$ cat src/shared/dma_channel_pkg.sv
// constants, field layout and carrier types of the dma channel control block
package dma_channel_pkg;

   // ------------------------------------------------------------------
   // register map (byte addresses on the plain register port)
   // ------------------------------------------------------------------
   localparam int          ADDR_W        = 8;
   localparam logic [7:0]  CTRL_BASE     = 8'h00; // channel n at base + 4*n
   localparam logic [7:0]  CTRL_STRIDE   = 8'h04;
   localparam logic [7:0]  IRQ_STATUS    = 8'h40;
   localparam logic [7:0]  IRQ_MASK      = 8'h44;

   // ------------------------------------------------------------------
   // control word field positions
   // ------------------------------------------------------------------
   localparam int BIT_BUSY        = 15;
   localparam int BIT_CHAIN_DIR   = 8;
   localparam int BIT_ON          = 7;
   localparam int BIT_ALLOW_OFF   = 6;
   localparam int BIT_CHAIN_ALLOW = 5;
   localparam int BIT_AUTO        = 4;
   localparam int BIT_EVENT       = 2;
   localparam int PRIO_LSB        = 0;
   localparam int PRIO_W          = 2;

   // status word: block-complete bits low, abort bits from here up
   localparam int ABORT_LSB       = 16;

   // ------------------------------------------------------------------
   // reset values
   // ------------------------------------------------------------------
   localparam logic [31:0] MASK_RESET    = 32'h0000_0000;
   localparam logic [31:0] READ_IDLE     = 32'h0000_0000;

   // ------------------------------------------------------------------
   // carrier types
   // ------------------------------------------------------------------
   typedef struct packed {
      logic              chainDirectionSelect;
      logic              channelOn;
      logic              allowEventsWhileOff;
      logic              chainAllow;
      logic              autoReenable;
      logic [PRIO_W-1:0] priorityLevel;
   } ctrl_t;

   typedef struct packed {
      logic              write;
      logic              read;
      logic [ADDR_W-1:0] addr;
      logic [31:0]       data;
   } bus_req_t;

   localparam ctrl_t CTRL_RESET = '0;

endpackage

$ cat src/rtl/dma_channel_control.sv
// per-channel control, status, chaining and arbitration of a dma engine
// Contract
// - A channel reads busy while it is switched on or still moving data.
// - Chain direction one follows the next higher-numbered channel, zero the next lower-numbered.
// - The chain direction matters only when chaining is allowed.
// - Writing the on bit one switches the channel on and zero switches it off.
// - Start and abort events while off are kept only if allowed, else dropped.
// - A neighbour's completion can switch a channel on only with chain-allow set.
// - Without auto re-enable the channel switches itself off at block end.
// - The event-detected bit reads one after an event and zero while none is seen.
// - The two-bit level is the channel priority, three highest and zero lowest.
// - Switching off waits for the running transaction; software polls busy.
// - Bits 31 to 16, 14 to 9 and 3 of the control word read as zero.
//
// The register offsets and the strobed register port were left to the implementer.
`timescale 1ns/1ps
module dma_channel_control #(
   parameter int N  = 4,
   parameter int CW = (N > 1) ? $clog2(N) : 1
) (
   // clock, reset, enable
   input  wire logic          clk,
   input  wire logic          rst,
   input  wire logic          ce,
   // register port
   input  wire logic [7:0]    busAddr,
   input  wire logic [31:0]   busWdata,
   input  wire logic          busWrite,
   input  wire logic          busRead,
   output logic [31:0]        busRdata,
   // channel events from trigger logic on this clock
   input  wire logic [N-1:0]  startEvent,
   input  wire logic [N-1:0]  abortEvent,
   // data mover
   output logic               moveStart,
   output logic [CW-1:0]      moveChannel,
   input  wire logic          moveDone,
   input  wire logic          moveBlockEnd,
   // interrupt
   output logic               irq
);

   // ------------------------------------------------------------------
   // state
   // ------------------------------------------------------------------
   dma_channel_pkg::ctrl_t   ctrl [N];
   logic [N-1:0]             pending;
   logic [N-1:0]             eventDetected;
   logic [N-1:0]             doneStat;
   logic [N-1:0]             abortStat;
   logic [31:0]              irqMask;
   logic                     active;
   logic [CW-1:0]            activeCh;

   // ------------------------------------------------------------------
   // decode and per-channel wires
   // ------------------------------------------------------------------
   dma_channel_pkg::bus_req_t req;
   logic [N-1:0]             ctrlSel;
   logic [N-1:0]             accept;
   logic [N-1:0]             startOk;
   logic [N-1:0]             abortOk;
   logic [N-1:0]             blockEnd;
   logic [N-1:0]             request;
   logic [N-1:0]             busy;
   logic [N-1:0]             chainHit;
   logic [N-1:0]             granted;
   logic [2*N-1:0]           prioFlat;
   logic [31:0]              ctrlWord [N];
   logic [31:0]              statusWord;
   logic                     statusSel;
   logic                     maskSel;
   logic                     grantValid;
   logic [CW-1:0]            grantIndex;
   logic                     grantFire;
   logic [31:0]              readValue;
   logic [N-1:0]             next_pending;
   logic [N-1:0]             next_eventDetected;
   logic [N-1:0]             next_doneStat;
   logic [N-1:0]             next_abortStat;
   logic [N-1:0]             clearDone;
   logic [N-1:0]             clearAbort;

   // ------------------------------------------------------------------
   // helper functions
   // ------------------------------------------------------------------

   // completion of the neighbour that this channel follows
   function automatic logic neighbourDone(input logic [N-1:0] done,
                                          input int idx,
                                          input logic dir);
      logic hit;
      hit = 1'b0;
      if (dir) begin
         if (idx + 1 < N) begin
            hit = done[idx + 1];
         end
      end else begin
         if (idx > 0) begin
            hit = done[idx - 1];
         end
      end
      return hit;
   endfunction

   // software view of one control word; unlisted bits stay zero
   function automatic logic [31:0] packCtrl(input dma_channel_pkg::ctrl_t c,
                                            input logic busyBit,
                                            input logic evt);
      logic [31:0] w;
      w = 32'h0000_0000;
      w[dma_channel_pkg::BIT_BUSY]        = busyBit;
      w[dma_channel_pkg::BIT_CHAIN_DIR]   = c.chainDirectionSelect;
      w[dma_channel_pkg::BIT_ON]          = c.channelOn;
      w[dma_channel_pkg::BIT_ALLOW_OFF]   = c.allowEventsWhileOff;
      w[dma_channel_pkg::BIT_CHAIN_ALLOW] = c.chainAllow;
      w[dma_channel_pkg::BIT_AUTO]        = c.autoReenable;
      w[dma_channel_pkg::BIT_EVENT]       = evt;
      w[dma_channel_pkg::PRIO_LSB +: dma_channel_pkg::PRIO_W] =
         c.priorityLevel;
      return w;
   endfunction

   // writable fields of a control word; busy and event bits are ignored
   function automatic dma_channel_pkg::ctrl_t unpackCtrl(input logic [31:0] w);
      dma_channel_pkg::ctrl_t c;
      c.chainDirectionSelect = w[dma_channel_pkg::BIT_CHAIN_DIR];
      c.channelOn            = w[dma_channel_pkg::BIT_ON];
      c.allowEventsWhileOff  = w[dma_channel_pkg::BIT_ALLOW_OFF];
      c.chainAllow           = w[dma_channel_pkg::BIT_CHAIN_ALLOW];
      c.autoReenable         = w[dma_channel_pkg::BIT_AUTO];
      c.priorityLevel        =
         w[dma_channel_pkg::PRIO_LSB +: dma_channel_pkg::PRIO_W];
      return c;
   endfunction

   // ------------------------------------------------------------------
   // register port decode
   // ------------------------------------------------------------------
   assign req.write  = busWrite;
   assign req.read   = busRead;
   assign req.addr   = busAddr;
   assign req.data   = busWdata;
   assign statusSel  = (req.addr == dma_channel_pkg::IRQ_STATUS);
   assign maskSel    = (req.addr == dma_channel_pkg::IRQ_MASK);
   assign statusWord = (32'(abortStat) << dma_channel_pkg::ABORT_LSB)
                     | 32'(doneStat);
   assign clearDone  = (req.write && statusSel) ? busWdata[N-1:0] : '0;
   assign clearAbort = (req.write && statusSel)
                     ? busWdata[dma_channel_pkg::ABORT_LSB +: N] : '0;

   // ------------------------------------------------------------------
   // per-channel combinational terms
   // ------------------------------------------------------------------
   genvar g;
   generate
      for (g = 0; g < N; g++) begin : gCh
         assign ctrlSel[g]  = (req.addr == 8'(dma_channel_pkg::CTRL_BASE
                             + dma_channel_pkg::CTRL_STRIDE * g));
         // events count while on, or while off if software allows it
         assign accept[g]   = ctrl[g].channelOn
                            | ctrl[g].allowEventsWhileOff;
         assign startOk[g]  = startEvent[g] & accept[g];
         assign abortOk[g]  = abortEvent[g] & accept[g];
         assign blockEnd[g] = active & moveDone & moveBlockEnd
                            & (activeCh == CW'(g));
         // a pending event waits until the channel is on
         assign request[g]  = pending[g] & ctrl[g].channelOn;
         // busy also covers the transaction that outlives a switch-off
         assign busy[g]     = ctrl[g].channelOn
                            | (active & (activeCh == CW'(g)));
         // direction is only looked at behind the chain-allow gate
         assign chainHit[g] = ctrl[g].chainAllow
                            & neighbourDone(blockEnd, g,
                                 ctrl[g].chainDirectionSelect);
         assign granted[g]  = grantFire & (grantIndex == CW'(g));
         assign prioFlat[2*g +: 2] = ctrl[g].priorityLevel;
         assign ctrlWord[g] = packCtrl(ctrl[g], busy[g],
                                       eventDetected[g]);
      end
   endgenerate

   // ------------------------------------------------------------------
   // arbitration
   // ------------------------------------------------------------------
   dma_priority_arbiter #(
      .N          (N),
      .CW         (CW)
   ) uArb (
      .request    (request),
      .prioFlat   (prioFlat),
      .grantValid (grantValid),
      .grantIndex (grantIndex)
   );

   // one transaction at a time; the next grant waits for moveDone
   assign grantFire = ce & ~active & grantValid;

   // ------------------------------------------------------------------
   // sticky next values: a set in the clearing cycle wins
   // ------------------------------------------------------------------
   assign next_pending       = (pending & ~granted & ~abortOk) | startOk;
   assign next_eventDetected = (eventDetected & ~granted)
                             | startOk | abortOk;
   assign next_doneStat      = (doneStat & ~clearDone) | blockEnd;
   assign next_abortStat     = (abortStat & ~clearAbort) | abortOk;

   // ------------------------------------------------------------------
   // read mux: unmapped addresses read zero
   // ------------------------------------------------------------------
   always_comb begin
      readValue = dma_channel_pkg::READ_IDLE;
      if (statusSel) begin
         readValue = statusWord;
      end else if (maskSel) begin
         readValue = irqMask;
      end else begin
         for (int i = 0; i < N; i++) begin
            if (ctrlSel[i]) begin
               readValue = ctrlWord[i];
            end
         end
      end
   end

   // ------------------------------------------------------------------
   // control registers: block end, then software, then chaining
   // ------------------------------------------------------------------
   always_ff @(posedge clk) begin
      for (int i = 0; i < N; i++) begin
         if (rst) begin
            ctrl[i] <= dma_channel_pkg::CTRL_RESET;
         end else if (ce) begin
            if (blockEnd[i] && !ctrl[i].autoReenable) begin
               ctrl[i].channelOn <= 1'b0;
            end
            if (req.write && ctrlSel[i]) begin
               ctrl[i] <= unpackCtrl(req.data);
            end
            if (chainHit[i]) begin
               ctrl[i].channelOn <= 1'b1;
            end
         end
      end
   end

   // ------------------------------------------------------------------
   // event and interrupt flags
   // ------------------------------------------------------------------
   always_ff @(posedge clk) begin
      if (rst) begin
         pending       <= '0;
         eventDetected <= '0;
         doneStat      <= '0;
         abortStat     <= '0;
         irqMask       <= dma_channel_pkg::MASK_RESET;
      end else if (ce) begin
         pending       <= next_pending;
         eventDetected <= next_eventDetected;
         doneStat      <= next_doneStat;
         abortStat     <= next_abortStat;
         if (req.write && maskSel) begin
            irqMask <= req.data;
         end
      end
   end

   // ------------------------------------------------------------------
   // transaction tracking towards the data mover
   // ------------------------------------------------------------------
   // switching a channel off never cuts a running move short
   always_ff @(posedge clk) begin
      if (rst) begin
         active      <= 1'b0;
         activeCh    <= '0;
         moveStart   <= 1'b0;
         moveChannel <= '0;
      end else if (ce) begin
         moveStart <= grantFire;
         if (grantFire) begin
            active      <= 1'b1;
            activeCh    <= grantIndex;
            moveChannel <= grantIndex;
         end else if (active && moveDone) begin
            active <= 1'b0;
         end
      end
   end

   // ------------------------------------------------------------------
   // read data, valid only in the cycle after the strobe
   // ------------------------------------------------------------------
   always_ff @(posedge clk) begin
      if (rst) begin
         busRdata <= dma_channel_pkg::READ_IDLE;
      end else if (ce) begin
         busRdata <= req.read ? readValue : dma_channel_pkg::READ_IDLE;
      end
   end

   // level interrupt straight from the sticky bits and the mask
   assign irq = |(statusWord & irqMask);

endmodule

$ cat src/rtl/dma_priority_arbiter.sv
// priority arbiter: highest level wins, lower channel number breaks ties
`timescale 1ns/1ps
module dma_priority_arbiter #(
   parameter int N  = 4,
   parameter int CW = 2
) (
   // requests and their levels, two bits per channel
   input  wire logic [N-1:0]   request,
   input  wire logic [2*N-1:0] prioFlat,
   // winner
   output logic                grantValid,
   output logic [CW-1:0]       grantIndex
);

   // ------------------------------------------------------------------
   // scan from the top channel down; >= lets the lower number take ties
   // ------------------------------------------------------------------
   always_comb begin
      logic [1:0] bestPrio;
      bestPrio   = 2'h0;
      grantValid = 1'b0;
      grantIndex = '0;
      for (int i = N - 1; i >= 0; i--) begin
         if (request[i] && (!grantValid || prioFlat[2*i +: 2] >= bestPrio)) begin
            grantValid = 1'b1;
            grantIndex = CW'(i);
            bestPrio   = prioFlat[2*i +: 2];
         end
      end
   end

endmodule

$ cat config.mk
export PLATFORM = sky130hd
export DESIGN_NAME = dma_channel_control
export DESIGN_NICKNAME = d
export VERILOG_FILES = /design/src/shared/dma_channel_pkg.sv /design/src/rtl/dma_channel_control.sv /design/src/rtl/dma_priority_arbiter.sv
export SDC_FILE = /design/constraint.sdc
export NUM_CORES = 1
export LEC_CHECK = 0
export BUFFER_PORTS_ARGS = -buffer_cell sky130_fd_sc_hd__buf_2
export CAP_MARGIN = 0
export CORE_MARGIN = 5
export CORE_UTILIZATION = 51
export DETAILED_ROUTE_END_ITERATION = 16
export HOLD_SLACK_MARGIN = 0.08
export PLACE_DENSITY = 0.79
export SKIP_CTS_REPAIR_TIMING = 1
export SLEW_MARGIN = 0
export SYNTH_ARGS = -nofsm -noshare
export SYNTH_HDL_FRONTEND = slang
export SYNTH_SLANG_ARGS = --single-unit
$ cat constraint.sdc
create_clock -name clk -period 4.2 [get_ports clk]
set_input_delay 0.21 -clock clk [delete_from_list [all_inputs] [get_ports clk]]
set_output_delay 0.21 -clock clk [all_outputs]
set_load 0.01 [all_outputs]
==> impl_metrics.ini <==
[run]
cap_viol_max_count = 0

[logic_synthesis]
postSynthNetCount = 657
synthFlopType = dfxtp_1
ys_seq_area_frac = 0.4832
ys_warn_count = 0
ys_types = 58
synth_edf_count = 28
syn_area_um2 = 5220
synthArstFlopShare = 0
synth-seq-cells = 112
synthCells = 596
postSynthAreaPerCell_um2 = 8.758

[min_path]
min_to = irqMask[12]$_SDFFE_PP0P_
hold_path.class = input pin to flop
hold_path_depth = 3
hold_start = busWdata[12]

[setup_path]
critical_path_class = flop to flop
cp.arrival_ps = 4380
r2r_slack_ps = 90
critPathLaunchType = flop
critPathMaxFanout = 4
cp-end-kind = flop
required_ps = 4480
r2r_end = pending[0]$_SDFFE_PP0P_
r2r-start = ctrl[3][0]$_SDFFCE_PN0P_
ff2ff_path_depth = 18

[timing]
setup_tns_ps = 0
period_share = 0.9778
finalHoldViolations = 0
relSlewSlack = 0.1992
period_needed_ps = 4107
tightest_slew_ps = 1201
drv_slew = 0
setup_viol = 0
fmax_mhz = 243.5
fin_skew_ps = 11.00

[drt]
drtPass1Iterations = 6
vias = 4708
drtAntennaViolNets = 0
top_layer_used = met4
drc_errors = 0
dr_wl_met3_um = 1205
drt_wl_total_um = 14190
drtIter0Drc = 417
wl_met1_um = 5839
wl_met2_um = 6800
viasPerCell = 5.693
wl_per_cell_um = 17.16

[floorplan]
die-area_um2 = 12360
coreArea_um2 = 10140
start_util = 0.5149
die_h_um = 111.2
die_x_um = 111.2
ios = 91
core.rowCount = 37

[cts]
cts_buffers = 9
h-tree-depth = 3
clk_path_buf_depth = 2
clk_pin_slew_ps = 110
clock_sinks = 112
clk_latency_ps = 370
cts_tree = done
cts_root_buf = clkbuf_8

[cells_and_area]
layout_commonest_cell = nand2_1
final_cell_mix = 109 x nand2_1, 90 x buf_2, 84 x dfxtp_1, 71 x a21oi_1, 41 x nor2_1
area_growth_syn_to_layout_pct = 18.26
antennaDiodeCount = 0
drive_gt1_frac = 0.2142
fin_nets = 747

[pwr]
power_w = 0.001982
p_per_area_nw_per_um2 = 321.0
peakVddDrop_v = 0.0002277
leakagePower_nw = 2.329

[outcome]
status = completed

[global_route]
first_global_vias = 4545
antenna_found_initial = 0
grt_pass1_wl_um = 22680
grt.total_usage = 0.2234
grt_max_degree = 44
grt-ovfl-total = 0

[placed_design]
routabilityCongestion = 0.9312
hpwl_um = 10080
io_buffers = 90
-- sequential cells by signal, indices dropped and copies added (netlist names) --
signal         flops
irqMask           32
pending            4
eventDetected      4
moveStart          1
ctrl              28
activeCh           2
doneStat           4
busRdata          32
abortStat          4
active             1
-- worst max-delay path: stages (launching register included) --
cell and delay, ps:
edfxtp_1 400, and3_4 200, ha_1 260, nand2b_1 160, a211oi_2 280, nor2_2 90, mux2_4 330, ha_4 220
nand2b_1 150, a211oi_2 200, nor2_2 80, mux2_4 300, ha_1 270, nand2b_4 150, a221oi_2 220, o32a_1 250
buf_4 150, nor3_1 40, a211oi_1 260
-- stage by stage --
stage	worst slack [ps]	util	cells	hold WS (ps)	instance area, µm²
global route	-60.76	0.6089	827	76.96	6173
global placement	121.9	0.5674	795	442.4	5753
finish	93.07	0.6089	827	74.49	6173
CTS	-81.44	0.5873	811	55.28	5954
detailed placement	-35.38	0.5674	795	446.9	5753
floorplan	132.6	-	596	346.0	5220
-- where the power goes --
part	leakage, nW	switching, W	internal [W]
clock network	0.102	0.000378	0.000283
logic	1.28	0.000101	0.0000706
registers	0.948	0.0000230	0.00113
-- worst max path at each step --
stage | depth (start not counted) | startpoint | slack, ps | end
3_3_place_gp | 17 | ctrl[3][0]$_SDFFCE_PN0P_ | 120 | pending[1]$_SDFFE_PP0P_
4_1_cts | 17 | ctrl[3][0]$_SDFFCE_PN0P_ | -80 | pending[1]$_SDFFE_PP0P_
3_5_place_dp | 17 | ctrl[3][0]$_SDFFCE_PN0P_ | -40 | pending[1]$_SDFFE_PP0P_
2_1_floorplan | 18 | ctrl[3][5]$_DFFE_PP_ | 130 | pending[1]$_SDFFE_PP0P_
6_report | 18 | ctrl[3][0]$_SDFFCE_PN0P_ | 90 | pending[0]$_SDFFE_PP0P_
5_1_grt | 18 | ctrl[3][0]$_SDFFCE_PN0P_ | -60 | pending[0]$_SDFFE_PP0P_
-- logic make-up (layout without fill, tap and decap cells) --
family                     after synthesis  in the layout  synth area share
buffers and inverters                   41            136           0.03164
adders and majority gates                6              6           0.01438
xor gates and xnor gates                 3              3          0.005034
muxes                                   15             15           0.03164
and+or+nand+nor                        274            274            0.2620
DFF                                    112            112            0.4832
AOI/OAI and AO/OA                      145            145            0.1721
-- layout make-up --
cell class | count | area, µm²
Clock buffer | 9 | 123.9
Clock inverter | 7 | 77.57
Fill cell | 896 | 3965
Inverter | 8 | 30.03
Multi-Input combinational cell | 443 | 2594
Sequential cell | 112 | 2522
Tap cell | 136 | 170.2
Timing Repair Buffer | 112 | 655.6
-- cell usage after synthesis (2+ instances only) --
cell | instances | area, µm²
a21oi_1 | 71 | 355.3
nor4_1 | 5 | 31.28
o22ai_1 | 2 | 12.51
nand3b_1 | 2 | 15.01
nand2_1 | 109 | 409.1
nand2b_1 | 9 | 56.30
a211oi_1 | 8 | 60.06
nor3b_1 | 7 | 52.55
nand3_1 | 14 | 70.07
buf_1 | 3 | 11.26
dfxtp_1 | 84 | 1682
ha_1 | 6 | 75.07
a221o_2 | 4 | 45.04
o2111ai_1 | 3 | 26.28
mux2_2 | 12 | 135.1
and3_1 | 2 | 12.51
inv_1 | 7 | 26.28
nor3_1 | 7 | 35.03
nand4_1 | 4 | 25.02
and2_1 | 24 | 150.1
or2_2 | 2 | 12.51
edfxtp_1 | 28 | 840.8
o211ai_1 | 4 | 30.03
a221oi_1 | 3 | 26.28
xnor2_1 | 2 | 17.52
nor2_1 | 44 | 165.2
a22oi_1 | 11 | 82.58
nor2b_1 | 33 | 206.5
o221ai_1 | 5 | 43.79
a31o_2 | 2 | 17.52
buf_2 | 9 | 45.04
mux2i_1 | 3 | 30.03
clkbuf_1 | 21 | 78.83
o21ai_0 | 20 | 100.1
or3_1 | 2 | 12.51
o21a_1 | 2 | 15.01
-- routing by layer --
metal	vias up	global-route usage
met1	2186	0.2978
met3	34	0.04476
met5	-	0
met2	210	0.3651
li1	2278	-
met4	0	0.07218
No activity file was read; power rests on OpenSTA's default activity.
